**src/sci_defines.vh**
```
/*
 * Constants of the subscriber card interface: character framing,
 * transmit and receive states, power-down sequencer and FIFO.
 * Assumes inclusion by the card interface design file only.
 */
`ifndef SCI_DEFINES_VH
`define SCI_DEFINES_VH

// ****************************************************************
// character framing
// ****************************************************************
`define SCI_ETU_CLKS 8'h10
`define SCI_ETU_HALF 8'h08
`define SCI_TX_BITS 4'hB
`define SCI_RX_BITS 4'hA

// ****************************************************************
// fifo geometry
// ****************************************************************
`define SCI_FIFO_WIDTH 8
`define SCI_FIFO_DEPTH 8
`define SCI_FIFO_AW 3

// ****************************************************************
// power-down sequencer states
// ****************************************************************
`define SCI_PD_IDLE 3'h0
`define SCI_PD_RST 3'h1
`define SCI_PD_CLK 3'h2
`define SCI_PD_IO 3'h3
`define SCI_PD_VCC 3'h4
`define SCI_PD_DONE 3'h5

// ****************************************************************
// transmit and receive states
// ****************************************************************
`define SCI_TX_IDLE 1'h0
`define SCI_TX_SHIFT 1'h1
`define SCI_RX_IDLE 1'h0
`define SCI_RX_DATA 1'h1

`endif

```
**src/sci_card_if.v**
```verilog
/*
 * Subscriber card interface: card clock generator, transmit and receive
 * paths with FIFOs, presence detect and the hardware power-down sequencer.
 * Assumes one 100 MHz clock sys_clk, synchronous active-low rstn, and
 * external pull-ups on the card I/O and presence lines.
 */
//
// Behaviour
// - two card ports, either selectable for the card
// - host control reaches the block as 1-bit plain ports plus an 8-bit divider
// - regulator on only while supply-enable pin and serial enable are high
// - supply removed before card loses contact on removal
// - one clock generator makes internal clocks and card clock
// - clock generator raises no interrupts
// - transmit: state machine, shift register, FIFO feeding the shifter
// - receive: state machine, FIFO and control logic
// - presence input senses insertion and removal, maskable interrupt
// - removal is a high-to-low edge on presence input
// - power-down: reset low, clock low, I/O low, supply off
// - automatic power-down on presence event when enabled
// - forced power-down regardless of enable or presence event
`timescale 1ns/100ps
`default_nettype none
`include "sci_defines.vh"

// ****************************************************************
// simple synchronous fifo
// ****************************************************************
module sci_fifo #(
    parameter WIDTH = 8,
    parameter DEPTH = 8,
    parameter AW = 3
) (
    // clock and reset
    input wire sys_clk,
    input wire rstn,
    // fill side
    input wire [WIDTH-1:0] in_data,
    input wire in_valid,
    output wire in_ready,
    // drain side
    output wire [WIDTH-1:0] out_data,
    output wire out_valid,
    input wire out_ready
);
    reg [WIDTH-1:0] mem [0:DEPTH-1];
    reg [AW-1:0] wr_ptr_reg;
    reg [AW-1:0] rd_ptr_reg;
    reg [AW:0] count_reg;
    wire do_wr;
    wire do_rd;

    // handshakes and flags
    assign in_ready = (count_reg != DEPTH);
    assign out_valid = (count_reg != 0);
    assign out_data = mem[rd_ptr_reg];
    assign do_wr = in_valid & in_ready;
    assign do_rd = out_valid & out_ready;

    // storage
    always @(posedge sys_clk) begin
        if (do_wr) begin
            mem[wr_ptr_reg] <= in_data;
        end
    end

    // pointers and fill count
    always @(posedge sys_clk) begin
        if (!rstn) begin
            wr_ptr_reg <= {AW{1'b0}};
            rd_ptr_reg <= {AW{1'b0}};
            count_reg <= {(AW+1){1'b0}};
        end else begin
            if (do_wr) wr_ptr_reg <= wr_ptr_reg + 1'b1;
            if (do_rd) rd_ptr_reg <= rd_ptr_reg + 1'b1;
            if (do_wr && !do_rd) count_reg <= count_reg + 1'b1;
            else if (do_rd && !do_wr) count_reg <= count_reg - 1'b1;
        end
    end
endmodule // sci_fifo

// ****************************************************************
// card interface top
// ****************************************************************
module sci_card_if (
    // clock and reset
    input wire sys_clk,
    input wire rstn,
    // host control
    input wire port_select,
    input wire card_power_on,
    input wire card_rst_release,
    input wire card_clk_run,
    input wire [7:0] clk_half_div,
    input wire auto_pd_enable,
    input wire force_pd,
    input wire presence_irq_mask,
    input wire presence_irq_clear,
    // host status
    output reg pd_done,
    output reg presence_flag,
    output reg presence_irq,
    output reg card_present,
    output reg rx_parity_error,
    // transmit data
    input wire [7:0] tx_data,
    input wire tx_valid,
    output wire tx_ready,
    // receive data
    output wire [7:0] rx_data,
    output wire rx_valid,
    input wire rx_ready,
    // regulator
    output reg card_supply_enable_pin,
    // card port 0
    output reg card0_rst,
    output reg card0_clk,
    output reg card0_io_out,
    output reg card0_io_oe_n,
    input wire card0_io_in,
    input wire card0_presence_detect,
    // card port 1
    output reg card1_rst,
    output reg card1_clk,
    output reg card1_io_out,
    output reg card1_io_oe_n,
    input wire card1_io_in,
    input wire card1_presence_detect
);
    reg [1:0] io_sync_reg;
    reg [1:0] pd_sync_reg;
    reg io_prev_reg;
    reg pres_prev_reg;
    reg [7:0] div_cnt_reg;
    reg clk_int_reg;
    reg [2:0] pd_state_reg;
    reg [8:0] pd_wait_reg;
    reg tx_state_reg;
    reg [10:0] tx_shift_reg;
    reg [3:0] tx_bits_reg;
    reg [7:0] tx_etu_reg;
    reg rx_state_reg;
    reg [9:0] rx_shift_reg;
    reg [3:0] rx_bits_reg;
    reg [7:0] rx_etu_reg;
    reg rx_push_reg;
    wire rise_tick;
    wire pres_event;
    wire tx_fifo_valid;
    wire [7:0] tx_fifo_data;
    wire tx_take;
    wire rx_fifo_ready;
    wire pd_active;
    wire pd_step;
    wire [8:0] card_period;

    // even parity over one character
    function parity8;
        input [7:0] d;
        begin
            parity8 = ^d;
        end
    endfunction

    // two-flop synchronisers on the selected port's inputs
    always @(posedge sys_clk) begin
        if (!rstn) begin
            io_sync_reg <= 2'h3;
            pd_sync_reg <= 2'h3;
        end else begin
            io_sync_reg <= {io_sync_reg[0], port_select ? card1_io_in : card0_io_in};
            pd_sync_reg <= {pd_sync_reg[0], port_select ? card1_presence_detect : card0_presence_detect};
        end
    end

    // clock generator, internal tick and card clock; no interrupt source
    assign rise_tick = (div_cnt_reg == clk_half_div) & ~clk_int_reg;
    always @(posedge sys_clk) begin
        if (!rstn) begin
            div_cnt_reg <= 8'h00;
            clk_int_reg <= 1'b0;
        end else if (div_cnt_reg == clk_half_div) begin
            div_cnt_reg <= 8'h00;
            clk_int_reg <= ~clk_int_reg;
        end else begin
            div_cnt_reg <= div_cnt_reg + 8'h01;
        end
    end

    // presence edges: high-to-low is removal, low-to-high insertion
    assign pres_event = (pres_prev_reg != pd_sync_reg[1]);
    always @(posedge sys_clk) begin
        if (!rstn) begin
            pres_prev_reg <= 1'b1;
            io_prev_reg <= 1'b1;
            presence_flag <= 1'b0;
            presence_irq <= 1'b0;
            card_present <= 1'b0;
        end else begin
            pres_prev_reg <= pd_sync_reg[1];
            io_prev_reg <= io_sync_reg[1];
            card_present <= ~pd_sync_reg[1] ? 1'b0 : 1'b1;
            if (pres_event) presence_flag <= 1'b1; // set wins over clear
            else if (presence_irq_clear) presence_flag <= 1'b0;
            presence_irq <= presence_flag & presence_irq_mask;
        end
    end

    // power-down sequencer, one card clock period plus one cycle per step
    assign card_period = {clk_half_div, 1'b0} + 9'h002;
    assign pd_active = (pd_state_reg != `SCI_PD_IDLE);
    assign pd_step = (pd_wait_reg == card_period);
    always @(posedge sys_clk) begin
        if (!rstn) begin
            pd_state_reg <= `SCI_PD_IDLE;
            pd_wait_reg <= 9'h000;
            pd_done <= 1'b0;
        end else begin
            pd_wait_reg <= (pd_step || pd_state_reg == `SCI_PD_IDLE) ? 9'h000 : pd_wait_reg + 9'h001;
            case (pd_state_reg)
                `SCI_PD_IDLE: begin
                    pd_done <= 1'b0;
                    if (force_pd || (pres_event && auto_pd_enable)) begin
                        pd_state_reg <= `SCI_PD_RST;
                    end
                end
                `SCI_PD_RST: if (pd_step) pd_state_reg <= `SCI_PD_CLK;
                `SCI_PD_CLK: if (pd_step) pd_state_reg <= `SCI_PD_IO;
                `SCI_PD_IO: if (pd_step) pd_state_reg <= `SCI_PD_VCC;
                `SCI_PD_VCC: if (pd_step) begin
                    pd_state_reg <= `SCI_PD_DONE;
                    pd_done <= 1'b1;
                end
                `SCI_PD_DONE: begin
                    if (!card_power_on) pd_state_reg <= `SCI_PD_IDLE; // software restarts power-up
                end
                default: pd_state_reg <= `SCI_PD_IDLE;
            endcase
        end
    end

    // transmit fifo feeding the shifter
    sci_fifo #(
        .WIDTH(`SCI_FIFO_WIDTH),
        .DEPTH(`SCI_FIFO_DEPTH),
        .AW(`SCI_FIFO_AW)
    ) u_tx_fifo (
        .sys_clk(sys_clk),
        .rstn(rstn),
        .in_data(tx_data),
        .in_valid(tx_valid),
        .in_ready(tx_ready),
        .out_data(tx_fifo_data),
        .out_valid(tx_fifo_valid),
        .out_ready(tx_take)
    );

    // transmit state machine: start, 8 data lsb first, even parity, stop
    assign tx_take = (tx_state_reg == `SCI_TX_IDLE) && tx_fifo_valid && !pd_active
                     && card_power_on && (rx_state_reg == `SCI_RX_IDLE);
    always @(posedge sys_clk) begin
        if (!rstn) begin
            tx_state_reg <= `SCI_TX_IDLE;
            tx_shift_reg <= 11'h7FF;
            tx_bits_reg <= 4'h0;
            tx_etu_reg <= 8'h00;
        end else begin
            case (tx_state_reg)
                `SCI_TX_IDLE: begin
                    if (tx_take) begin
                        tx_shift_reg <= {1'b1, parity8(tx_fifo_data), tx_fifo_data, 1'b0};
                        tx_bits_reg <= 4'h0;
                        tx_etu_reg <= 8'h00;
                        tx_state_reg <= `SCI_TX_SHIFT;
                    end
                end
                `SCI_TX_SHIFT: begin
                    if (pd_active) begin
                        tx_state_reg <= `SCI_TX_IDLE;
                        tx_shift_reg <= 11'h7FF;
                    end else if (rise_tick) begin
                        if (tx_etu_reg == `SCI_ETU_CLKS - 8'h01) begin
                            tx_etu_reg <= 8'h00;
                            tx_shift_reg <= {1'b1, tx_shift_reg[10:1]};
                            tx_bits_reg <= tx_bits_reg + 4'h1;
                            if (tx_bits_reg == `SCI_TX_BITS - 4'h1) tx_state_reg <= `SCI_TX_IDLE;
                        end else begin
                            tx_etu_reg <= tx_etu_reg + 8'h01;
                        end
                    end
                end
                default: tx_state_reg <= `SCI_TX_IDLE;
            endcase
        end
    end

    // receive state machine: sample mid-bit, check start and parity
    always @(posedge sys_clk) begin
        if (!rstn) begin
            rx_state_reg <= `SCI_RX_IDLE;
            rx_shift_reg <= 10'h000;
            rx_bits_reg <= 4'h0;
            rx_etu_reg <= 8'h00;
            rx_push_reg <= 1'b0;
            rx_parity_error <= 1'b0;
        end else begin
            rx_push_reg <= 1'b0;
            rx_parity_error <= 1'b0;
            case (rx_state_reg)
                `SCI_RX_IDLE: begin
                    if (io_prev_reg && !io_sync_reg[1] && tx_state_reg == `SCI_TX_IDLE
                        && card_power_on && !pd_active) begin
                        rx_etu_reg <= `SCI_ETU_CLKS - `SCI_ETU_HALF;
                        rx_bits_reg <= 4'h0;
                        rx_state_reg <= `SCI_RX_DATA;
                    end
                end
                `SCI_RX_DATA: begin
                    if (pd_active) begin
                        rx_state_reg <= `SCI_RX_IDLE;
                    end else if (rise_tick) begin
                        if (rx_etu_reg == `SCI_ETU_CLKS - 8'h01) begin
                            rx_etu_reg <= 8'h00;
                            rx_shift_reg <= {io_sync_reg[1], rx_shift_reg[9:1]};
                            rx_bits_reg <= rx_bits_reg + 4'h1;
                            if (rx_bits_reg == `SCI_RX_BITS - 4'h1) begin
                                rx_state_reg <= `SCI_RX_IDLE;
                                if ((parity8(rx_shift_reg[9:2]) != io_sync_reg[1]) || rx_shift_reg[1])
                                    rx_parity_error <= 1'b1;
                                else
                                    rx_push_reg <= 1'b1; // good character into fifo
                            end
                        end else begin
                            rx_etu_reg <= rx_etu_reg + 8'h01;
                        end
                    end
                end
                default: rx_state_reg <= `SCI_RX_IDLE;
            endcase
        end
    end

    // receive fifo; a full fifo drops the character
    sci_fifo #(
        .WIDTH(`SCI_FIFO_WIDTH),
        .DEPTH(`SCI_FIFO_DEPTH),
        .AW(`SCI_FIFO_AW)
    ) u_rx_fifo (
        .sys_clk(sys_clk),
        .rstn(rstn),
        .in_data(rx_shift_reg[8:1]),
        .in_valid(rx_push_reg),
        .in_ready(rx_fifo_ready),
        .out_data(rx_data),
        .out_valid(rx_valid),
        .out_ready(rx_ready)
    );

    // card pins, supply pin and port routing
    always @(posedge sys_clk) begin
        if (!rstn) begin
            card_supply_enable_pin <= 1'b0;
            card0_rst <= 1'b0;
            card0_clk <= 1'b0;
            card0_io_out <= 1'b0;
            card0_io_oe_n <= 1'b1;
            card1_rst <= 1'b0;
            card1_clk <= 1'b0;
            card1_io_out <= 1'b0;
            card1_io_oe_n <= 1'b1;
        end else begin
            card_supply_enable_pin <= card_power_on && (pd_state_reg < `SCI_PD_VCC);
            card0_rst <= !port_select && card_rst_release && !pd_active;
            card1_rst <= port_select && card_rst_release && !pd_active;
            card0_clk <= !port_select && card_clk_run && clk_int_reg
                         && (pd_state_reg < `SCI_PD_CLK); // clock stops low
            card1_clk <= port_select && card_clk_run && clk_int_reg && (pd_state_reg < `SCI_PD_CLK);
            card0_io_out <= 1'b0;
            card1_io_out <= 1'b0;
            // drive low for a zero bit or once the I/O step is reached
            card0_io_oe_n <= port_select || !((pd_state_reg >= `SCI_PD_IO) ||
                             (tx_state_reg == `SCI_TX_SHIFT && !tx_shift_reg[0]));
            card1_io_oe_n <= !port_select || !((pd_state_reg >= `SCI_PD_IO) ||
                             (tx_state_reg == `SCI_TX_SHIFT && !tx_shift_reg[0]));
        end
    end
endmodule // sci_card_if
`default_nettype wire

```
**config.mk**
```make
export PLATFORM = sky130hd
export DESIGN_NAME = sci_card_if
export DESIGN_NICKNAME = d
export VERILOG_FILES = /design/src/sci_card_if.v
export VERILOG_INCLUDE_DIRS = /design/src
export SDC_FILE = /design/constraint.sdc
export NUM_CORES = 1
export LEC_CHECK = 0
export BUFFER_PORTS_ARGS = -buffer_cell sky130_fd_sc_hd__buf_4
export CORE_AREA = 2 2 151 116
export DETAILED_ROUTE_END_ITERATION = 6
export DIE_AREA = 0 0 153 118
export HOLD_SLACK_MARGIN = 0.06
export PLACE_DENSITY = 0.83
export SYNTH_ARGS = -nofsm -noshare
export SYNTH_HDL_FRONTEND = slang
export SYNTH_SLANG_ARGS = --single-unit
```
**constraint.sdc**
```tcl
create_clock -name sys_clk -period 4.46 [get_ports sys_clk]
set_input_delay 0.892 -clock sys_clk [delete_from_list [all_inputs] [get_ports sys_clk]]
set_output_delay 0.892 -clock sys_clk [all_outputs]
set_load 0.1 [all_outputs]
```
# Yosys cells after proc, flatten, opt, wreduce, memory -nomap -nowiden

Memory sizes are Yosys's and may differ from the RTL's. A register that Yosys moved wholly into a read port is not among the register bits.
Index checks and enable logic that the tools add are counted.

Bits in registers: 107
Memory bits (writable): 128
Input bits: 32
Output and inout bits: 24
Logic and storage cells: 226
Memories kept: 2

Add/sub/neg operators: 15
$lt $le $gt $ge: 3
Eq/ne operators: 31
Multiplexer cells: 65
Bitwise gates (word level): 14
Reductions and logical operators: 61

Memories:

| memory        | words | width | rd ports | clocked after Yosys merged registers in | write ports | RTL line         | source |
|---|---|---|---|---|---|---|---|
| u_rx_fifo.mem | 8     | 8     | 1        | 1                                       | 1           | sci_card_if.v:46 | `reg [WIDTH-1:0] mem [0:DEPTH-1];` |
| u_tx_fifo.mem | 8     | 8     | 1        | 1                                       | 1           | sci_card_if.v:46 |  |

Operator list:

| kind                                                                     | number |
|---|---|
| 8-bit two-way mux                                                        | 8 |
| 4-bit two-way mux                                                        | 12 |
| 11-bit two-way mux                                                       | 4 |
| 8-bit one-hot mux with 2 select lines                                    | 2 |
| 3-bit two-way mux                                                        | 10 |
| 1-bit logical AND                                                        | 25 |
| 8-bit by 1-bit adder with 8-bit output (second input constant)           | 3 |
| 1-bit two-way mux                                                        | 22 |
| 11-bit one-hot mux with 2 select lines                                   | 1 |
| 3-bit one-hot mux with 6 select lines                                    | 1 |
| 4-bit by 1-bit adder with 4-bit output (second input constant)           | 4 |
| 8-bit by 4-bit equality test with 1-bit output (second input constant)   | 2 |
| 4-bit one-hot mux with 2 select lines                                    | 2 |
| 8-bit XOR reduction                                                      | 2 |
| 2-bit by 1-bit inequality test with 1-bit output (second input constant) | 7 |
| 2-bit inequality test (second input constant)                            | 7 |
| 3-bit by 1-bit adder with 3-bit output (second input constant)           | 4 |
| 4-bit AND reduction                                                      | 3 |
| 9-bit by 1-bit adder with 9-bit output (second input constant)           | 1 |
| 9-bit by 2-bit adder with 9-bit output (second input constant)           | 1 |
| 9-bit equality test                                                      | 1 |
| 1-bit zero test                                                          | 9 |
| 3-bit AND reduction                                                      | 3 |
| 4-bit equality test (second input constant)                              | 2 |
| other kinds (23)                                                         | 53 |

# Logic depth before layout (Yosys ltp)

Gate-level depths: netlist of run 1.

Depth in word-level cells: 9
Depth in mapped cells: 12

# Cells and area by module

A second synthesis of run 1 with hierarchy kept.

Cells, all modules: 806
Area, all modules: 10477.5 um^2

By module, submodules not included:

| module      | instances | cells each | area an instance (um^2) | sequential area each (um^2) |
|---|---|---|---|---|
| sci_fifo    | 2         | 166        | 3159.3                  | 2182.1 |
| sci_card_if | 1         | 474        | 4159.0                  | 1701.6 |

# Worst setup path after synthesis of run 1

Ideal clock, no wire load.

Kind: register to register
From: register u_tx_fifo.count_reg[0]
To: register u_tx_fifo.count_reg[3]
Arrival: 2997 ps
Data required time: 4390 ps
Slack: 1392 ps
Cell stages (with the launch flop): 13
Buffers on the path: 0
Cells stage by stage: dfxtp_1 -> nor3_1 -> nand2_1 -> nand2_1 -> inv_1 -> ha_1 -> inv_1 -> ha_1 -> a21o_1 -> a21oi_1 -> xnor2_1 -> or3_1 -> a21oi_1

Elaborated cells on any way between the ends: 17
Those cells by class: 2 x add/sub; 1 x eq/ne; 2 x mux; 2 x bitwise; 10 x reduce/logical

RTL lines:

| element                             | RTL line          | source |
|---|---|---|
| from (decl)                         | sci_card_if.v:49  | `reg [AW:0] count_reg;` |
| from (signal assigned)              | sci_card_if.v:72  | `count_reg <= {(AW+1){1'b0}};` |
| from (signal assigned)              | sci_card_if.v:76  | `if (do_wr && !do_rd) count_reg <= count_reg + 1'b1;` |
| from (signal assigned)              | sci_card_if.v:77  | `else if (do_rd && !do_wr) count_reg <= count_reg - 1'b1;` |
| 4-bit inequality test *             | sci_card_if.v:54  | `assign in_ready = (count_reg != DEPTH);` |
| net tx_ready                        | sci_card_if.v:108 | `output wire tx_ready,` |
| 1-bit AND *                         | sci_card_if.v:57  | `assign do_wr = in_valid & in_ready;` |
| net u_tx_fifo.do_wr                 | sci_card_if.v:50  | `wire do_wr;` |
| 1-bit zero test                     | sci_card_if.v:77  |  |
| 1-bit logical AND                   | sci_card_if.v:77  |  |
| 2-bit nonzero test (no source line) | -                 |  |

The timed path passes the listed nets; every way through them passes the cells marked *. The select of a mux whose other input is x is not followed.
A chain may end at the register's enable or synchronous reset.

==> flow_metrics.env, run 1 <==
export IMPL_outcome="finished clean"
export IMPL_clockBufferDepth=3
export IMPL_p_leak_nw=4.04
export IMPL_cp_data_arrival_time_ps=2300
export IMPL_finalSetupViolations=0
export IMPL_synthAdderAreaFrac_pct=2.61
export IMPL_ys_types=63
export IMPL_power_total_w=0.00523
export IMPL_core_sq_um=16600
export IMPL_crit_chain="mux4_2, mux2_2, buf_4"
export IMPL_holdCritPathClass="flop to flop"
export IMPL_wl_per_cell_um=17.9
export IMPL_grt_max_degree=34
export IMPL_cts_buffers=23
export IMPL_synth_edff_count=128
export IMPL_min_period_ps=3190
export IMPL_maxCapViolCount=0
export IMPL_final_max_slew_viol_count=0
export IMPL_syn_inst=845
export IMPL_rsz0062_at_grt="no"
export IMPL_grt_usage_pct=22.4
export IMPL_synthMuxAreaShare_pct=9.81
export IMPL_synth_xor_area_share_pct=10.0
export IMPL_detail_route_antenna_nets=0
export IMPL_die_w_um=153
export IMPL_drtIter0Drc=463
export IMPL_io_buffers=53
export IMPL_async_flop_share_pct=0
export IMPL_power_density_nw_per_um2=438
export IMPL_fillers=1082
export IMPL_syn_to_final_growth_pct=12.1
export IMPL_hpwl_um=13500
export IMPL_die_h_um=118
export IMPL_cts_tree="built"
export IMPL_firstDrtPassIters=5
export IMPL_p_int_w=0.00388
export IMPL_vias=6549
export IMPL_synth_top_family_by_area="simple AND/OR/NAND/NOR gates"
export IMPL_grt_antenna_before_repair=0
export IMPL_synth_compound_area_share_pct=5.57
export IMPL_grt_pass1_vias=6417
export IMPL_crit_path_max_fanout=16
export IMPL_crit_required_ps=3570
export IMPL_drt_vias_per_instance=5.82
export IMPL_cts_htree_levels=1
export IMPL_syn_area_sq_um=10600
export IMPL_p_sw_w=0.00136
export IMPL_ctsResizeCount=0
export IMPL_stdcell_area_sq_um=11900
export IMPL_cts_root_buffer="clkbuf_16"
export IMPL_synth_warnings=0
export IMPL_max_stage_delay_ps=830
export IMPL_cp_num_buf_inv=1
export IMPL_place_gp_congestion=0.812
export IMPL_endpoint_kind="output pin"
export IMPL_grt_pass1_wl_um=32900
export IMPL_clkTransAtPathRegs_ps=60
export IMPL_synth_ff_type="edfxtp_1"
export IMPL_pin_count=56
export IMPL_antenna_cells=0
export IMPL_fin_util_pct=72.0
export IMPL_placed_cell_area_sq_um=11200
export IMPL_crit_family="flip-flops"
export IMPL_clock_sinks=239
export IMPL_postCtsHoldBufs=0
export IMPL_drive_gt1_share_pct=16.7
export IMPL_dieArea_sq_um=18100
export IMPL_critPathKind="flop to output pin"
export IMPL_fin_crit_sh_pct=71.5
export IMPL_vdd_drop_max_v=0.000367
export IMPL_synth_seq_cells=239
export IMPL_start_kind="flop"
export IMPL_finalWirelength_um=20200
export IMPL_fin_skew_ps=15.6
export IMPL_yosysSeqAreaShare_pct=57.0
export IMPL_slew_headroom_pct=22.7
export IMPL_drcViolationCount=0
export IMPL_synth_simple_area_share_pct=12.8
export IMPL_synth_area_per_cell_sq_um=12.6
export IMPL_setup_tns_ps=0
export IMPL_fp_row_count=41
export IMPL_combPwrFrac_pct=14.9
export IMPL_start_util_pct=64.3
export IMPL_tightest_slew_ps=1150
export IMPL_fmax_ghz=0.314
export IMPL_hold_viol_final=0
export IMPL_slowest_stage="dfxtp_1"
export IMPL_seq_power_share_pct=48.5
export IMPL_clkPwrFrac_pct=36.6
export IMPL_grt_overflow=0
export IMPL_swShare_pct=25.9
export IMPL_final_nets=946
export IMPL_post_cts_buffers=0
export IMPL_worstSkewPairLatency_ps=510
layout make-up:
type	instances	area [sq um]	area share, %
Multi-Input combinational cell	554	4360	36.5
Inverter	17	63.8	0.535
Tap cell	215	269	2.25
Timing Repair Buffer	58	435	3.65
Clock buffer	32	639	5.36
Sequential cell	239	6070	50.8
Clock inverter	10	106	0.891
cells in the mapped netlist, types with 8 or more instances:
cell      number  share of area, %
edfxtp_1     128                36
dfxtp_1      111                21
nor2_1        84               3.0
xnor2_1       72               5.9
nand2_1       48               1.7
xor2_1        46               3.8
mux4_2        33               7.0
a21oi_1       27               1.3
nand3_1       23               1.1
nor3_1        22               1.0
clkbuf_1      20              0.71
mux2i_1       20               1.9
ha_1          19               2.2
inv_1         16              0.56
nand4_1       14              0.82
nand2b_1      13              0.76
and3_1        11              0.65
nor2b_1       11              0.65
o21ai_0       11              0.52
buf_2         10              0.47
or3_1         10              0.59
a211oi_1       9              0.63
mux2_2         9              0.95
o311ai_0       8              0.66
metrics by stage:
stage               cells  setup slack (ps)  hold slack (ps)
finish               1125              1270              418
global route         1125              1190              425
CTS                  1125              1260              411
detailed placement   1083              1210              391
global placement     1083              1310              390
floorplan             846              1390              386
logic make-up (layout without fill, tap and decap cells):
kind of cell	after synthesis	in the layout
other	1	2
adder cells (fa/ha/maj)	21	21
AO/OA/AOI/OAI	84	84
XOR/XNOR	120	120
AND/OR/NAND/NOR	265	265
flip-flops	239	239
multiplexers	62	62
buffers and inverters	53	117
worst paths after layout:
kind	start	to	slack, ps	depth (start not counted)
worst max-delay path	flop	rx_data[2]	1270	3
worst min-delay path	io_sync_reg[0]	io_sync_reg[1]	420	1
worst max register to register	u_tx_fifo.count_reg[0]	u_tx_fifo.count_reg[3]	1420	11
worst min register to register	io_sync_reg[0]	io_sync_reg[1]	420	1
power by group through the flow:
stage	logic, W	registers (W)	clock network [W]
finish	0.000781	0.00254	0.00191
global route	0.000856	0.00256	0.00204
CTS	0.000784	0.00254	0.00194
detailed placement	0.000761	0.00258	0
global placement	0.000739	0.00258	0
floorplan	0.000614	0.00254	0
layout by cell type, fill, tap and decap left out, drive strengths merged, types with 10 or more instances in the layout:
cell    count
ha         19
o21ai      12
nand2      48
edfxtp    128
nand2b     13
xor2       46
nand4      16
nand3      23
nor2b      11
a211oi     10
mux4       33
mux2i      20
nor2       84
a21oi      27
nor3       24
dfxtp     111
clkbuf     32
xnor2      74
buf        58
and3       11
or3        11
inv        19
layer usage:
metal,wire [um],track usage (%)
met1,9360,32.9
met2,9410,35.8
met3,1160,3.79
met4,260,4.57
met5,0,0
Power figures use the tool's default switching activity.
==> run 2, diff against run 1 <==
--- a/config.mk
+++ b/config.mk
@@ -7,11 +7,11 @@
 export NUM_CORES = 1
 export LEC_CHECK = 0
 export BUFFER_PORTS_ARGS = -buffer_cell sky130_fd_sc_hd__buf_4
-export CORE_AREA = 2 2 151 116
+export CORE_AREA = 2 2 164 126
 export DETAILED_ROUTE_END_ITERATION = 6
-export DIE_AREA = 0 0 153 118
+export DIE_AREA = 0 0 166 128
 export HOLD_SLACK_MARGIN = 0.06
-export PLACE_DENSITY = 0.83
+export PLACE_DENSITY = 0.75
 export SYNTH_ARGS = -nofsm -noshare
 export SYNTH_HDL_FRONTEND = slang
 export SYNTH_SLANG_ARGS = --single-unit
==> constraint.sdc (replaced) <==
create_clock -name sys_clk -period 2.7 [get_ports sys_clk]
set_input_delay 0.54 -clock sys_clk [delete_from_list [all_inputs] [get_ports sys_clk]]
set_output_delay 0.54 -clock sys_clk [all_outputs]
set_load 0.1 [all_outputs]
==> run 2 against run 1 <==
  * Worst setup slack worse by 1200 ps
  * Combinational power up 87%
  * Routed wire length up 0.54%
  * Sequential share of layout area down 1.3 points
  * Global-route usage down 2.9 points
  * Sequential power up 62%
  * Clock-buffer cell count down 5
  * Cell count up 6.7%
  * Clock power up 61%
  * Hold slack worse by 160 ps
  * Total power up 65%
  * Final area up 2.7%
  * Critical endpoint is now rx_data[6]
==> flow_metrics.env, run 2 (synthesis results as in run 1) <==
export IMPL_outcome="finished clean"
export IMPL_maxCapViolCount=0
export IMPL_fin_hold_ws_ps=253
export IMPL_post_cts_buffers=0
export IMPL_cp_data_arrival_time_ps=2090
export IMPL_fp_row_count=45
export IMPL_fin_crit_sh_pct=97.5
export IMPL_holdCritPathClass="primary input to flop"
export IMPL_detail_route_antenna_nets=0
export IMPL_drive_gt1_share_pct=20.8
export IMPL_cts_htree_levels=1
export IMPL_worstSkewPairLatency_ps=510
export IMPL_stdcell_area_sq_um=12300
export IMPL_crit_family="multiplexers"
export IMPL_finalWirelength_um=20300
export IMPL_final_max_slew_viol_count=0
export IMPL_clock_sinks=239
export IMPL_fmax_ghz=0.380
export IMPL_min_period_ps=2630
export IMPL_setup_tns_ps=0
export IMPL_endpoint_kind="output pin"
export IMPL_die_w_um=166
export IMPL_hold_viol_final=0
export IMPL_dieArea_sq_um=21200
export IMPL_grt_usage_pct=19.5
export IMPL_syn_to_final_growth_pct=15.1
export IMPL_tightest_slew_ps=630
export IMPL_final_common_cell="edfxtp_1"
export IMPL_slew_headroom_pct=57.8
export IMPL_firstDrtPassIters=5
export IMPL_clockBufferDepth=3
export IMPL_fin_util_pct=62.0
export IMPL_grt_pass1_wl_um=33800
export IMPL_crit_path_max_fanout=8
export IMPL_drtIter0Drc=531
export IMPL_start_kind="flop"
export IMPL_io_buffers=53
export IMPL_hpwl_um=13700
export IMPL_finalSetupViolations=0
export IMPL_grt_max_degree=33
export IMPL_cts_root_buffer="clkbuf_16"
export IMPL_pin_count=56
export IMPL_cts_buffers=23
export IMPL_max_stage_delay_ps=500
export IMPL_crit_required_ps=2160
export IMPL_cp_num_buf_inv=2
export IMPL_rsz0062_at_grt="no"
export IMPL_postCtsHoldBufs=0
export IMPL_die_h_um=128
export IMPL_slowest_stage="mux4_2"
export IMPL_cts_tree="built"
export IMPL_drt_vias_per_instance=5.51
export IMPL_final_nets=978
export IMPL_final_cell_mix="128 x edfxtp_1, 110 x dfxtp_1, 88 x buf_4"
export IMPL_pre_cts_ws_ps=-0.219
export IMPL_crit_chain="clkbuf_16, mux4_2, mux2_2, buf_4"
export IMPL_grt_antenna_before_repair=0
export IMPL_p_leak_nw=4.20
export IMPL_grt_overflow=0
export IMPL_fin_skew_ps=9.61
export IMPL_wl_per_cell_um=16.9
export IMPL_timing_final_ws_setup_ps=68.7
export IMPL_core_sq_um=19800
export IMPL_clkTransAtPathRegs_ps=60
export IMPL_antenna_cells=0
export IMPL_power_density_nw_per_um2=705
export IMPL_critPathKind="flop to output pin"
export IMPL_place_gp_congestion=0.822
export IMPL_placed_cell_area_sq_um=11500
export IMPL_drcViolationCount=0
export IMPL_start_util_pct=53.9
export IMPL_grt_pass1_vias=6584
export IMPL_vias=6608
export IMPL_vdd_drop_max_v=0.000657
## run 2: power breakdown
part | internal (W) | total (W) | leakage [nW] | switching (W)
clock network | 0.00170 | 0.00307 | 0.335 | 0.00136
logic | 0.000643 | 0.00146 | 1.94 | 0.000815
registers | 0.00398 | 0.00412 | 1.92 | 0.000132
## run 2: tightest hold or removal path, stage by stage
cell,delay [ps]
buf_4,70
mux2i_1,60
nand2_1,60
## run 2: what timing repair did
action,CTS,global route
gates resized for setup,1,8
cloned,0,1
endpoints found under the hold margin,0,0
setup endpoints to repair,1,6
## run 2: worst paths after layout
| path | start | endpoint | slack, ps | cells after the start |
|---|---|---|---|---|
| min reg2reg | io_sync_reg[0] | io_sync_reg[1] | 410 | 1 |
| max reg2reg | u_tx_fifo.count_reg[0] | u_tx_fifo.count_reg[3] | 180 | 13 |
| min | card0_presence_detect | pd_sync_reg[0] | 250 | 3 |
| max | flop | rx_data[6] | 70 | 4 |
## run 2: layer usage
metal	wire length, um	up-vias	global-route usage (%)
li1	-	3224	-
met4	302	0	4.04
met2	8890	162	30.1
met3	1140	25	3.27
met1	9970	3197	29.5
met5	0	-	0
## run 2: cell type report
class / instances / area (sq um)
clock buffers: 27 / 601
clock inverters: 15 / 118
fillers: 1513 / 7510
inverters: 17 / 63.8
multi-input cells: 554 / 4380
flip-flops and latches: 239 / 6070
well taps: 258 / 323
repair buffers: 90 / 706
## run 2: per-stage QoR
| step | total power, W | instances |
|---|---|---|
| global route | 0.00903 | 1200 |
| floorplan | 0.00522 | 846 |
| CTS | 0.00867 | 1199 |
| detailed placement | 0.00560 | 1157 |
| global placement | 0.00557 | 1157 |
| finish | 0.00864 | 1200 |
